===== config.mk =====
export PLATFORM = sky130hd
export DESIGN_NAME = adcof_top
export DESIGN_NICKNAME = d
export VERILOG_FILES = /design/src/shared/adcof_pkg.sv /design/src/verilog/adcof_delay.sv /design/src/verilog/adcof_top.sv
export SDC_FILE = /design/constraint.sdc
export NUM_CORES = 1
export LEC_CHECK = 0
export CAP_MARGIN = 10
export CORE_MARGIN = 2
export CORE_UTILIZATION = 50
export DETAILED_ROUTE_END_ITERATION = 10
export DONT_BUFFER_PORTS = 1
export RECOVER_POWER = 100
export SLEW_MARGIN = 20
export SYNTH_ARGS = -nofsm -noshare
export SYNTH_HDL_FRONTEND = slang
export SYNTH_SLANG_ARGS = --single-unit

===== constraint.sdc =====
create_clock -name MCLK_I -period 5.36 [get_ports MCLK_I]
set_input_delay 0.536 -clock MCLK_I [delete_from_list [all_inputs] [get_ports MCLK_I]]
set_output_delay 0.536 -clock MCLK_I [all_outputs]
set_load 0.01 [all_outputs]

===== src/shared/adcof_pkg.sv =====
// Constants and types shared by the output formatter
// What this block does
// - Stabilizer on: internal clock strobe rebuilt at fifty percent duty
// - Stabilizer loop may idle below twenty megahertz sample rate
// - After a rate change, bypass stabilizer until relock in 1.5 to 5 us
// - Power-down enters from pin high or serial control bit
// - Power-down holds all data drivers in high impedance
// - Power-down pin low returns the device to normal conversion
// - Power-down stops reference and clock; wake time grows with time down
// - Standby, serial only, keeps reference up for faster wake-up
// - Pin mode: format pin low offset binary, high twos complement
// - Serial mode offers offset binary, twos complement and gray
// - Output disable pin low enables drivers, high floats them
// - Serial disable bits float data and fast detect outputs, each per channel
// - Each sample appears twelve clocks after it was taken
// - Two data output clocks; data valid while high unless inverted
// - Offset binary codes; twos complement inverts the top bit
// - Overrange sets flag and saturates channel A code beyond half an LSB; channel B code is not saturated
// - Divider ratio other than one forces the stabilizer on
package adcof_pkg;
	localparam int ADCOF_WIDTH = 12;
	localparam int ADCOF_LATENCY = 12;
	localparam int ADCOF_CLK_MHZ = 50;
	localparam int ADCOF_RELOCK_MIN_NS = 1500;
	localparam int ADCOF_RELOCK_MAX_NS = 5000;
	localparam int ADCOF_RELOCK_CYC = (ADCOF_RELOCK_MIN_NS * ADCOF_CLK_MHZ + 999) / 1000;
	localparam int ADCOF_SLOW_MHZ = 20;
	localparam int ADCOF_WAKE_W = 16;
	localparam int ADCOF_STBY_WAKE = 4;
	localparam logic [11:0] ADCOF_CODE_MIN = 12'h000;
	localparam logic [11:0] ADCOF_CODE_MAX = 12'hfff;
	localparam logic [11:0] ADCOF_MSB = 12'h800;
	localparam logic [2:0] ADCOF_DIV_ONE = 3'h0;
	typedef enum logic [1:0] {
		ADCOF_FMT_OFFSET = 2'h0,
		ADCOF_FMT_TWOS = 2'h1,
		ADCOF_FMT_GRAY = 2'h2
	} adcof_fmt_t;
	typedef enum logic [2:0] {
		ADCOF_RUN = 3'b001,
		ADCOF_DOWN = 3'b010,
		ADCOF_WAKE = 3'b100
	} adcof_state_t;
endpackage


===== src/verilog/adcof_delay.sv =====
// Fixed-latency delay line for one sample lane
`timescale 1ns/1ns
module adcof_delay import adcof_pkg::*; #(
	parameter int WIDTH = 13,
	parameter int DEPTH = 12
) (
	input wire logic clk_i,
	input wire logic reset_i,
	input wire logic [WIDTH-1:0] data_i,
	output logic [WIDTH-1:0] data_o
);
	logic [WIDTH-1:0] stage [DEPTH];
	logic [WIDTH-1:0] next_stage [DEPTH];
	always_comb begin
		next_stage[0] = data_i;
		for (int i = 1; i < DEPTH; i++) begin
			next_stage[i] = stage[i-1];
		end
	end
	always_ff @(posedge clk_i) begin
		for (int i = 0; i < DEPTH; i++) begin
			if (reset_i) begin
				stage[i] <= '0;
			end else begin
				stage[i] <= next_stage[i];
			end
		end
	end
	assign data_o = stage[DEPTH-1];
endmodule


===== src/verilog/adcof_top.sv =====
// Output formatter: power control, coding, latency, drivers and data clocks
`timescale 1ns/1ns
module adcof_top import adcof_pkg::*; #(
	parameter int WIDTH = ADCOF_WIDTH,
	parameter int LATENCY = ADCOF_LATENCY,
	parameter int RELOCK_CYC = ADCOF_RELOCK_CYC
) (
	input wire logic MCLK_I,
	input wire logic RESET_I,
	input wire logic [WIDTH-1:0] SAMPLE_I,
	input wire logic OVER_HIGH_I,
	input wire logic OVER_LOW_I,
	input wire logic SAMPLE_VALID_I,
	input wire logic SERIAL_MODE_I,
	input wire logic FORMAT_SELECT_PIN_I,
	input wire logic STABILIZER_SELECT_PIN_I,
	input wire logic [1:0] SERIAL_FORMAT_I,
	input wire logic SERIAL_STABILIZER_I,
	input wire logic [2:0] CLOCK_DIVIDER_I,
	input wire logic RATE_CHANGE_I,
	input wire logic SLOW_CLOCK_I,
	input wire logic POWER_DOWN_PIN_I,
	input wire logic SERIAL_POWER_DOWN_I,
	input wire logic SERIAL_STANDBY_I,
	input wire logic OUTPUT_DISABLE_PIN_I,
	input wire logic [1:0] OUTPUT_DISABLE_BIT_I,
	input wire logic [1:0] FAST_DISABLE_BIT_I,
	input wire logic DCO_INVERT_I,
	input wire logic RECV_READY_I,
	output logic [WIDTH-1:0] DATA_A_O,
	output logic [WIDTH-1:0] DATA_B_O,
	output logic OVERRANGE_O,
	output logic [1:0] DATA_OE_O,
	output logic [1:0] FAST_OE_O,
	output logic DATA_VALID_O,
	output logic [1:0] DATA_OUTPUT_CLOCK_O,
	output logic STABILIZER_ACTIVE_O,
	output logic STABILIZER_LOCKED_O,
	output logic REFERENCE_ON_O,
	output logic INTERNAL_CLOCK_ON_O,
	output logic POWERED_DOWN_O,
	output logic BUF_READY_O
);
	// ******************************
	// Power control
	// ******************************
	adcof_state_t state, next_state;
	logic [ADCOF_WAKE_W-1:0] down_cnt, next_down_cnt;
	logic [ADCOF_WAKE_W-1:0] wake_cnt, next_wake_cnt;
	logic pd_req;
	assign pd_req = POWER_DOWN_PIN_I | SERIAL_POWER_DOWN_I;
	always_comb begin
		next_state = state;
		next_down_cnt = down_cnt;
		next_wake_cnt = wake_cnt;
		case (state)
			ADCOF_RUN: begin
				if (pd_req || (SERIAL_MODE_I && SERIAL_STANDBY_I)) begin
					next_state = ADCOF_DOWN;
					next_down_cnt = '0;
				end
			end
			ADCOF_DOWN: begin
				// Saturate so very long sleeps do not wrap to a short wake
				if (down_cnt != '1) begin
					next_down_cnt = down_cnt + 1'b1;
				end
				if (!pd_req && !(SERIAL_MODE_I && SERIAL_STANDBY_I)) begin
					next_state = ADCOF_WAKE;
					// Standby kept the reference charged, so waking is short
					next_wake_cnt = REFERENCE_ON_O ? ADCOF_WAKE_W'(ADCOF_STBY_WAKE)
						: down_cnt;
				end
			end
			ADCOF_WAKE: begin
				if (pd_req) begin
					next_state = ADCOF_DOWN;
				end else if (wake_cnt == '0) begin
					next_state = ADCOF_RUN;
				end else begin
					next_wake_cnt = wake_cnt - 1'b1;
				end
			end
			default: next_state = ADCOF_RUN;
		endcase
	end
	always_ff @(posedge MCLK_I) begin
		if (RESET_I) begin
			state <= ADCOF_RUN;
			down_cnt <= '0;
			wake_cnt <= '0;
		end else begin
			state <= next_state;
			down_cnt <= next_down_cnt;
			wake_cnt <= next_wake_cnt;
		end
	end

	// ******************************
	// Duty stabilizer control
	// ******************************
	logic stab_req, locked, next_locked;
	logic [15:0] lock_cnt, next_lock_cnt;
	logic phase, next_phase;
	assign stab_req = (CLOCK_DIVIDER_I != ADCOF_DIV_ONE)
		| (SERIAL_MODE_I ? SERIAL_STABILIZER_I : STABILIZER_SELECT_PIN_I);
	always_comb begin
		next_lock_cnt = lock_cnt;
		next_locked = locked;
		// Loop idles at slow rates; held unlocked rather than guessing
		if (!stab_req || SLOW_CLOCK_I || RATE_CHANGE_I || state != ADCOF_RUN) begin
			next_lock_cnt = '0;
			next_locked = 1'b0;
		end else if (!locked) begin
			if (lock_cnt == 16'(RELOCK_CYC - 1)) begin
				next_locked = 1'b1;
			end else begin
				next_lock_cnt = lock_cnt + 1'b1;
			end
		end
		// Regenerated strobe toggles every edge: nominal half duty
		next_phase = (state == ADCOF_RUN) ? ~phase : 1'b0;
	end
	always_ff @(posedge MCLK_I) begin
		if (RESET_I) begin
			lock_cnt <= '0;
			locked <= 1'b0;
			phase <= 1'b0;
		end else begin
			lock_cnt <= next_lock_cnt;
			locked <= next_locked;
			phase <= next_phase;
		end
	end

	// ******************************
	// Coding and latency
	// ******************************
	logic [WIDTH-1:0] sat_code, ob_a, ob_b, coded_a, coded_b;
	logic over, over_d, vld_d;
	logic [WIDTH-1:0] del_a, del_b;
	adcof_fmt_t fmt;
	assign over = OVER_HIGH_I | OVER_LOW_I;
	always_comb begin
		sat_code = OVER_HIGH_I ? ADCOF_CODE_MAX
			: (OVER_LOW_I ? ADCOF_CODE_MIN : SAMPLE_I);
		ob_a = sat_code;
		ob_b = SAMPLE_I;
		if (SERIAL_MODE_I) begin
			fmt = adcof_fmt_t'(SERIAL_FORMAT_I);
		end else begin
			fmt = FORMAT_SELECT_PIN_I ? ADCOF_FMT_TWOS : ADCOF_FMT_OFFSET;
		end
		case (fmt)
			ADCOF_FMT_TWOS: begin
				coded_a = ob_a ^ ADCOF_MSB;
				coded_b = ob_b ^ ADCOF_MSB;
			end
			ADCOF_FMT_GRAY: begin
				coded_a = ob_a ^ (ob_a >> 1);
				coded_b = ob_b ^ (ob_b >> 1);
			end
			default: begin
				coded_a = ob_a;
				coded_b = ob_b;
			end
		endcase
	end
	// Channel B shares the input in this model; lanes kept separate
	adcof_delay #(.WIDTH(WIDTH + 2), .DEPTH(LATENCY - 1)) u_lane_a (
		.clk_i(MCLK_I),
		.reset_i(RESET_I),
		.data_i({SAMPLE_VALID_I && state == ADCOF_RUN, over, coded_a}),
		.data_o({vld_d, over_d, del_a})
	);
	adcof_delay #(.WIDTH(WIDTH), .DEPTH(LATENCY - 1)) u_lane_b (
		.clk_i(MCLK_I),
		.reset_i(RESET_I),
		.data_i(coded_b),
		.data_o(del_b)
	);

	// ******************************
	// Two-entry output buffer
	// ******************************
	logic [2*WIDTH:0] buf_mem [2];
	logic [2*WIDTH:0] next_mem0, next_mem1;
	logic [1:0] cnt, next_cnt;
	logic push, pop;
	assign push = vld_d && (cnt != 2'h2);
	assign pop = (cnt != 2'h0) && RECV_READY_I;
	always_comb begin
		next_mem0 = buf_mem[0];
		next_mem1 = buf_mem[1];
		next_cnt = cnt + 2'(push) - 2'(pop);
		if (pop) begin
			next_mem0 = buf_mem[1];
		end
		if (push) begin
			if (next_cnt == 2'h1) begin
				next_mem0 = {over_d, del_a, del_b};
			end else begin
				next_mem1 = {over_d, del_a, del_b};
			end
		end
	end
	always_ff @(posedge MCLK_I) begin
		if (RESET_I) begin
			cnt <= '0;
			buf_mem[0] <= '0;
			buf_mem[1] <= '0;
		end else begin
			cnt <= next_cnt;
			buf_mem[0] <= next_mem0;
			buf_mem[1] <= next_mem1;
		end
	end

	// ******************************
	// Output registers
	// ******************************
	always_ff @(posedge MCLK_I) begin
		if (RESET_I) begin
			DATA_A_O <= '0;
			DATA_B_O <= '0;
			OVERRANGE_O <= 1'b0;
			DATA_VALID_O <= 1'b0;
			DATA_OE_O <= '0;
			FAST_OE_O <= '0;
			DATA_OUTPUT_CLOCK_O <= '0;
			STABILIZER_ACTIVE_O <= 1'b0;
			STABILIZER_LOCKED_O <= 1'b0;
			REFERENCE_ON_O <= 1'b1;
			INTERNAL_CLOCK_ON_O <= 1'b1;
			POWERED_DOWN_O <= 1'b0;
			BUF_READY_O <= 1'b0;
		end else begin
			DATA_VALID_O <= pop;
			if (pop) begin
				{OVERRANGE_O, DATA_A_O, DATA_B_O} <= buf_mem[0];
			end
			for (int c = 0; c < 2; c++) begin
				DATA_OE_O[c] <= (state == ADCOF_RUN) && !OUTPUT_DISABLE_PIN_I
					&& !(SERIAL_MODE_I && OUTPUT_DISABLE_BIT_I[c]);
				FAST_OE_O[c] <= (state == ADCOF_RUN) && !OUTPUT_DISABLE_PIN_I
					&& !(SERIAL_MODE_I && FAST_DISABLE_BIT_I[c]);
			end
			// Data changes as the strobe rises (falls when DCO_INVERT_I is set); capture logic latches at the next clock edge
			DATA_OUTPUT_CLOCK_O <= {2{pop ^ DCO_INVERT_I}};
			// Enabled by request; lock status is reported separately
			STABILIZER_ACTIVE_O <= stab_req && !SLOW_CLOCK_I && state == ADCOF_RUN;
			STABILIZER_LOCKED_O <= locked;
			REFERENCE_ON_O <= (next_state != ADCOF_DOWN) || !pd_req;
			INTERNAL_CLOCK_ON_O <= next_state != ADCOF_DOWN || !pd_req;
			POWERED_DOWN_O <= next_state != ADCOF_RUN;
			BUF_READY_O <= next_cnt != 2'h2;
		end
	end

	// ******************************
	// Checks
	// ******************************
	AST_PD_FLOAT: assert property (@(posedge MCLK_I) disable iff (RESET_I)
		state == ADCOF_DOWN |=> DATA_OE_O == 2'h0) else $error("drivers on in power-down");
	AST_PD_ENTER: assert property (@(posedge MCLK_I) disable iff (RESET_I)
		POWER_DOWN_PIN_I |=> state == ADCOF_DOWN) else $error("power-down not entered");
	AST_OE_PIN: assert property (@(posedge MCLK_I) disable iff (RESET_I)
		OUTPUT_DISABLE_PIN_I |=> DATA_OE_O == 2'h0 && FAST_OE_O == 2'h0)
		else $error("outputs driven while disabled");
	AST_LOCK_BYPASS: assert property (@(posedge MCLK_I) disable iff (RESET_I)
		RATE_CHANGE_I |=> !locked) else $error("stabilizer locked during rate change");
	AST_DIV_FORCE: assert property (@(posedge MCLK_I) disable iff (RESET_I)
		CLOCK_DIVIDER_I != ADCOF_DIV_ONE && state == ADCOF_RUN && !SLOW_CLOCK_I
		|=> STABILIZER_ACTIVE_O) else $error("divider left stabilizer off");
	AST_HALF_DUTY: assert property (@(posedge MCLK_I) disable iff (RESET_I)
		state == ADCOF_RUN |=> phase != $past(phase)) else $error("strobe not toggling");
	AST_PD_REF: assert property (@(posedge MCLK_I) disable iff (RESET_I)
		pd_req |=> !REFERENCE_ON_O && !INTERNAL_CLOCK_ON_O)
		else $error("reference or clock left on in power-down");
	AST_STBY_REF: assert property (@(posedge MCLK_I) disable iff (RESET_I)
		state == ADCOF_DOWN && !pd_req |=> REFERENCE_ON_O)
		else $error("reference off in standby");
	// Samples taken while down must never reach the buffer
	AST_DROP: assert property (@(posedge MCLK_I) disable iff (RESET_I)
		SAMPLE_VALID_I && state != ADCOF_RUN |-> ##11 !vld_d)
		else $error("sample kept while down");
	AST_LATENCY: assert property (@(posedge MCLK_I) disable iff (RESET_I)
		SAMPLE_VALID_I && state == ADCOF_RUN && cnt == 2'h0 && RECV_READY_I
		|-> ##11 vld_d) else $error("sample latency wrong");
	AST_SAT: assert property (@(posedge MCLK_I) disable iff (RESET_I)
		OVER_HIGH_I |-> sat_code == ADCOF_CODE_MAX) else $error("no saturation");
	AST_WAKE: assert property (@(posedge MCLK_I) disable iff (RESET_I)
		state == ADCOF_DOWN && !pd_req && !SERIAL_STANDBY_I |=> state == ADCOF_WAKE)
		else $error("no wake on pin low");
	COV_PD: cover property (@(posedge MCLK_I) state == ADCOF_DOWN ##1 state == ADCOF_WAKE);
	COV_LOCK: cover property (@(posedge MCLK_I) $rose(locked));
	COV_FULL: cover property (@(posedge MCLK_I) cnt == 2'h2);
	COV_STANDBY: cover property (@(posedge MCLK_I) state == ADCOF_DOWN && !pd_req);
	COV_GRAY: cover property (@(posedge MCLK_I) SAMPLE_VALID_I && fmt == ADCOF_FMT_GRAY);
endmodule


# ---- After elaboration in Yosys (flattened, before gate mapping)
# Memories as Yosys holds them, arrays and structs flattened.
# Index checks and enable logic that the tools add are counted.
dict set report op_classes {
  n_addsub 5
  n_eq_ne 18
  muxes 54
  bitwise 34
  n_reduce_logical 39
}
# op count
set op_table {}
lappend op_table {{$mux W25} 7}
lappend op_table {{$mux W12} 13}
lappend op_table {{$mux W14} 11}
lappend op_table {{$mux W16} 6}
lappend op_table {{$pmux W16 S2} 2}
lappend op_table {{$pmux W12 S2} 2}
lappend op_table {{$add A16 B1 Y16 const B} 2}
lappend op_table {{$or A1 B1 Y1} 27}
lappend op_table {{$xor A12 B11 Y12} 2}
lappend op_table {{$eq A16 B7 Y1 const B} 1}
lappend op_table {{$logic_and A1 B1 Y1} 16}
lappend op_table {{$logic_not A16 Y1} 1}
lappend op_table {{$ne A16 B16 Y1 const B} 1}
lappend op_table {{$sub A16 B1 Y16 const B} 1}
lappend op_table {{$ne A2 B2 Y1 const B} 7}
lappend op_table {{$mux W3} 4}
lappend op_table {{$logic_not A1 Y1} 9}
lappend op_table {{$pmux W3 S3} 1}
lappend op_table {{$mux W1} 7}
lappend op_table {{$ne A3 B1 Y1 const B} 2}
lappend op_table {{$reduce_bool A2 Y1} 3}
lappend op_table {{$logic_or A1 B1 Y1} 5}
lappend op_table {{$eq A2 B1 Y1 const B} 2}
lappend op_table {{$not A1 Y1} 4}
lappend op_table {{14 further kinds} 14}
dict set report totals {
  register_bits 90
  ram_bits 336
  in_bits 38
  out_inout_bits 38
  n_memories 3
}
# name words width rd rd_ports_with_merged_regs write_ports line_no
set mem_list {}
lappend mem_list {u_lane_a.stage 11 14 11 0 11 adcof_delay.sv:12} ;# logic [WIDTH-1:0] stage [DEPTH];
lappend mem_list {u_lane_b.stage 11 12 11 0 11 adcof_delay.sv:12}
lappend mem_list {buf_mem 2 25 2 0 2 adcof_top.sv:186} ;# logic [2*WIDTH:0] buf_mem [2];

# ---- Depth between registers and ports, before layout
dict set report depth {
  ltp_word 8
  ltp_mapped 12
  depth_no_buf 10
}

# ---- Cells and area by module
# From an unflattened synthesis, not the netlist that was laid out.
dict set report unflattened {
  cells_unflattened 1456
  area_unflattened_um2 14485.1
}
# mod instances cells_each area_per_inst_um2 seq_area_each_um2
set modules_own_cells {}
lappend modules_own_cells {adcof_top 1 853 6630.1 2802.7}
lappend modules_own_cells {{adcof_delay at u_lane_a} 1 325 4296.6 3083.0}
lappend modules_own_cells {{adcof_delay at u_lane_b} 1 278 3558.4 2642.5}

# ---- Worst setup path before layout
# No wires, ideal clock.
dict set report synth_path {
  path_type {input to register}
  startpoint {input port RECV_READY_I}
  endpoint {memory buf_mem[0][29] (netlist bit)}
  setup_time_ns 0.070
  t_arrival_ns 2.814
  t_required_ns 5.290
  setup_slack_ns 2.476
  cell_stages 12
  n_path_buf 2
  cell_sequence {o21ai_1 clkinv_1 clkbuf_1 ha_1 inv_1 ha_1 xnor2_1 xnor2_1 a21oi_1 clkbuf_1 nand2_1 a21oi_1}
}
# element line_no
set synth_lines {}
lappend synth_lines {{from (decl)} adcof_top.sv:29} ;# input wire logic RECV_READY_I,
lappend synth_lines {{to (decl)} adcof_top.sv:186}

==> impl_summary.txt <==
----------------------------------------------------
[Yosys]
  Mean cell area of the mapped netlist ... 9.79 sq um
  Synth Flop Type ... sky130_fd_sc_hd__dfxtp_1
  Yosys warns ... 0
  Synth unique cells ... 60
  Netlist Area Pre-Place ... ~0.014 sq mm
  Share of the yosys chip area belonging to registers ... 59.8%
  Mapped Nets ... 1501
  Cells after Synth ... 1455
  Proportion of register bits with asynchronous set or reset after synthesis ... 0%
  Number of enable flip-flop cells after synthesis ... 0
  Number of synthesized register bits ... 426

[Finish]
  Area occupied by multi-input gates ... 0.00529 sq mm
  Commonest non-fill, non-tap cells in the layout ... sky130_fd_sc_hd__dfxtp_1 (426), sky130_fd_sc_hd__nor2b_1 (278), sky130_fd_sc_hd__nand2_1 (168)
  Number of nets in the layout ... 1463
  Share of cells above drive strength 1 ... 5.04%
  Finished Layout Cells ... between 1.5k and 2k
  Antenna cells ... 0
  Area growth from synthesis to layout ... 10.5%
  Number of fillers in the final layout ... 2502
  Cell area after layout ... 0.0157 sq mm
  Area of all sequential standard cells ... 0.00853 sq mm
  Most common cell after layout, fill and taps aside ... sky130_fd_sc_hd__dfxtp_1

[Critical path]
  FF-to-FF setup slack ... 1.34 ns
  Worst r2r path cells ... 12
  Required time of the critical path ... 5.68 ns
  Startpoint of the lowest-slack register-to-register path ... cnt[0]$_SDFF_PP0_
  WP data arrival ... 4.34 ns
  Critical Path Source Type ... flop
  Crit path largest cell delay ... approximately 0.75 ns
  Cell with the largest stage delay on the worst path ... sky130_fd_sc_hd__clkbuf_1
  End of the worst register-to-register path ... buf_mem[0][8]$_SDFF_PP0_
  Critical path, cell by cell ... o21ai_0 -> clkinv_1 -> buf_4 -> ha_1 -> inv_1 -> ha_1 -> xnor2_1 -> xnor2_1 -> o2111ai_1 -> clkbuf_1 -> nor2_1 -> a311oi_1
  CP endpoint kind ... flop
  CP Class ... reg2reg
  Crit-path max FO ... between 50 and 60

[Status]
  Outcome ... complete, but fails checks
  Failing checks ... capacitance limit, slew limit

[Timing]
  Share of the clock period used by the worst path after layout ... roughly three quarters
  Final setup viols ... 0
  Final hold viol count ... 0
  Fin Setup TNS ... 0 ns
  Worst slew slack as a fraction of its limit ... -38.1%
  Clock tree skew after final layout ... roughly 0.0058 ns
  Worst path setup slack after routing ... 1.34 ns
  Shortest clock period the worst path allows after layout ... between 4 and 5 ns
  RSZ-0062 raised after global routing ... false
  Highest clock frequency the design can meet ... between 0.2 and 0.25 GHz
  Measured slew at the worst slew-check pin ... between 2 and 2.5 ns
  Final Slew Violations ... between 50 and 60

[Clocking]
  Buffer depth of the longest clock path ... 3
  Sinks on Clock Net ... 426
  Cells resized by post-CTS repair ... 0
  Deepest level of the CTS H-tree ... 2
  TritonCTS clock tree ... built
  Root Buffer Master ... sky130_fd_sc_hd__clkbuf_16
  Post-CTS setup buffer count ... 0
  Cts bufs inserted ... 43
  Clock transition at path regs ... 0.06 ns
  Later-pin clock latency in the skew report ... between 0.5 and 0.6 ns
  Hold Buf Count CTS ... 0

[Routing]
  Number of violations reported at the end of detailed-routing iteration 0 ... 634
  Mean number of vias per cell ... 4.94
  Number of iterations in the first detailed-routing pass ... 5
  Number of nets with antenna violations after detailed routing ... 0
  DRC errors left ... 0
  Via Count ... roughly 9.0k
  Wirelength, routed ... around 23 mm
  Detailed-route wire length per cell ... 12.5 um

[Pwr]
  Static power due to leakage ... a little under 0.006 uW
  Part of the power in registers ... 51.1%
  Peak supply drop ... 0.000268 V
  Post-layout total power ... ~6400 uW
  Comb pwr share ... 4.1%
  Total internal power ... 5030 uW
  Ratio of total power to cell area ... 405 mW/mm^2
  Net switching component of the power ... roughly 1400 uW
  Switching share of total power ... 21.2%
  Relative contribution of the clock network to total power ... 44.7%

[Min path]
  Endpoint, Worst Hold ... state[1]$_SDFF_PP0_
  Min-Delay Path Class ... in2reg
  Hold Path Stages ... 1
  Hold_sp ... RESET_I

[GRT]
  Total routing usage reported by global routing ... 14.8%
  Global-route wire length before repair ... around 38 mm
  Initial antenna violation count ... 1
  Largest net degree at the start of global routing ... 382
  Remaining global-route overflow ... 0
  Via count of the first global-routing pass ... 8088

[Flow run]
  Max-cap viol count ... 1

[Floorplanning]
  Site row count ... 61
  Area of the core region ... 0.0279 sq mm
  Die area ... 0.0299 sq mm
  Top-level port count ... 76
  Die width ... 173 um
  Initial standard-cell utilization of the core ... 51.0%
  Die Y-Extent ... 173 um

[Placed design]
  DP HPWL ... 13.1 mm
  Placed Area ... 0.0144 sq mm
  Pre-CTS WS ... 1.93 ns
  GPL Wtd Cong ... 0.807
  Buffers on Ports ... 0
  Placed Cells ... 1749

----------------------------------------------------
## through the flow
stage / hold slack [ns] / util (%)
floorplan: 0.414 / -
global placement: 0.416 / 51.6
detailed placement: 0.420 / 51.6
CTS: 0.0732 / 56.6
global route: 0.0792 / 56.4
finish: 0.100 / 56.4
## Yosys cell counts, types with 5 or more instances
cell type,number,area share (%)
sky130_fd_sc_hd__xor2_1,19,1.2
sky130_fd_sc_hd__buf_2,5,0.18
sky130_fd_sc_hd__a311oi_1,25,1.5
sky130_fd_sc_hd__a22oi_1,22,1.2
sky130_fd_sc_hd__and3_1,9,0.40
sky130_fd_sc_hd__nand3_1,13,0.46
sky130_fd_sc_hd__or4_1,5,0.26
sky130_fd_sc_hd__inv_1,13,0.34
sky130_fd_sc_hd__clkbuf_1,75,2.0
sky130_fd_sc_hd__o21ai_0,44,1.5
sky130_fd_sc_hd__a21oi_1,87,3.1
sky130_fd_sc_hd__o21a_1,12,0.63
sky130_fd_sc_hd__nor3b_1,10,0.53
sky130_fd_sc_hd__nor2b_1,278,12
sky130_fd_sc_hd__nand4_1,6,0.26
sky130_fd_sc_hd__o211ai_1,8,0.42
sky130_fd_sc_hd__o31ai_1,16,0.84
sky130_fd_sc_hd__nand2_1,168,4.4
sky130_fd_sc_hd__ha_1,8,0.70
sky130_fd_sc_hd__dfxtp_1,426,60
sky130_fd_sc_hd__nor2_1,110,2.9
sky130_fd_sc_hd__nor4_1,7,0.31
sky130_fd_sc_hd__xnor2_1,12,0.74
sky130_fd_sc_hd__nand2b_1,6,0.26
sky130_fd_sc_hd__nor3_1,12,0.42
## worst max-delay path: cells and delay by family, from the launching register on
family	cells	cell delay [ns]
buf+inv	4	1.18
compound gates	3	0.98
fa+ha+maj	2	0.55
xor+xnor	2	0.50
simple gates	1	0.28
flops	1	0.33
## flip-flops by register name, summed over array words and instances (netlist names), 2 cells and up
| name | count |
|---|---|
| cnt | 2 |
| u_lane_b.stage | 132 |
| lock_cnt | 16 |
| DATA_A_O | 12 |
| u_lane_a.stage | 154 |
| down_cnt | 16 |
| wake_cnt | 16 |
| buf_mem | 50 |
| state | 3 |
| FAST_OE_O | 2 |
| DATA_B_O | 12 |
| DATA_OE_O | 2 |
## final cells by class
class | instances | share of cell area [%]
tap | 378 | 3.00
multi-input combinational | 927 | 33.6
sequential | 426 | 54.2
clock buffer | 66 | 8.02
clock inverter | 11 | 0.715
timing repair buffer | 5 | 0.167
inverter | 14 | 0.334
## metal layers
| layer | vias to the layer above | wire length (um) | track usage (%) |
|---|---|---|---|
| li1 | 4735 | - | - |
| met1 | 4056 | 11300 | 20.7 |
| met2 | 181 | 9720 | 22.7 |
| met3 | 53 | 1260 | 3.28 |
| met4 | 0 | 562 | 5.44 |
| met5 | - | 0 | 0 |
## cell families (layout without fill, tap and decap cells)
group           after synthesis  count (layout)  share of synthesized area (%)
flops                       426             426                           59.8
xor+xnor                     31              31                           1.91
buf+inv                     102              96                           2.89
mux                           3               3                          0.228
fa+ha+maj                     8               8                          0.702
simple gates                651             651                           24.0
compound gates              234             234                           10.4
## power groups by stage
| stage | Clock, uW | Combinational, uW | Sequential, uW |
|---|---|---|---|
| 2_1_floorplan | 0 | 266 | 3310 |
| 3_3_place_gp | 0 | 276 | 3330 |
| 3_5_place_dp | 0 | 284 | 3340 |
| 4_1_cts | 2950 | 285 | 3270 |
| 5_1_grt | 3080 | 299 | 3260 |
| 6_report | 2850 | 264 | 3260 |
## worst max-delay path by stage
stage | to | startpoint | cells past startpoint
finish | buf_mem[0][8]$_SDFF_PP0_ | cnt[0]$_SDFF_PP0_ | 12
global route | buf_mem[0][8]$_SDFF_PP0_ | cnt[0]$_SDFF_PP0_ | 12
CTS | buf_mem[0][8]$_SDFF_PP0_ | cnt[0]$_SDFF_PP0_ | 11
detailed placement | buf_mem[0][8]$_SDFF_PP0_ | RECV_READY_I | 10
global placement | buf_mem[0][6]$_SDFF_PP0_ | RECV_READY_I | 11
floorplan | buf_mem[0][29]$_SDFFE_PP0P_ | RECV_READY_I | 12
No activity file was read; power rests on OpenSTA's default activity.
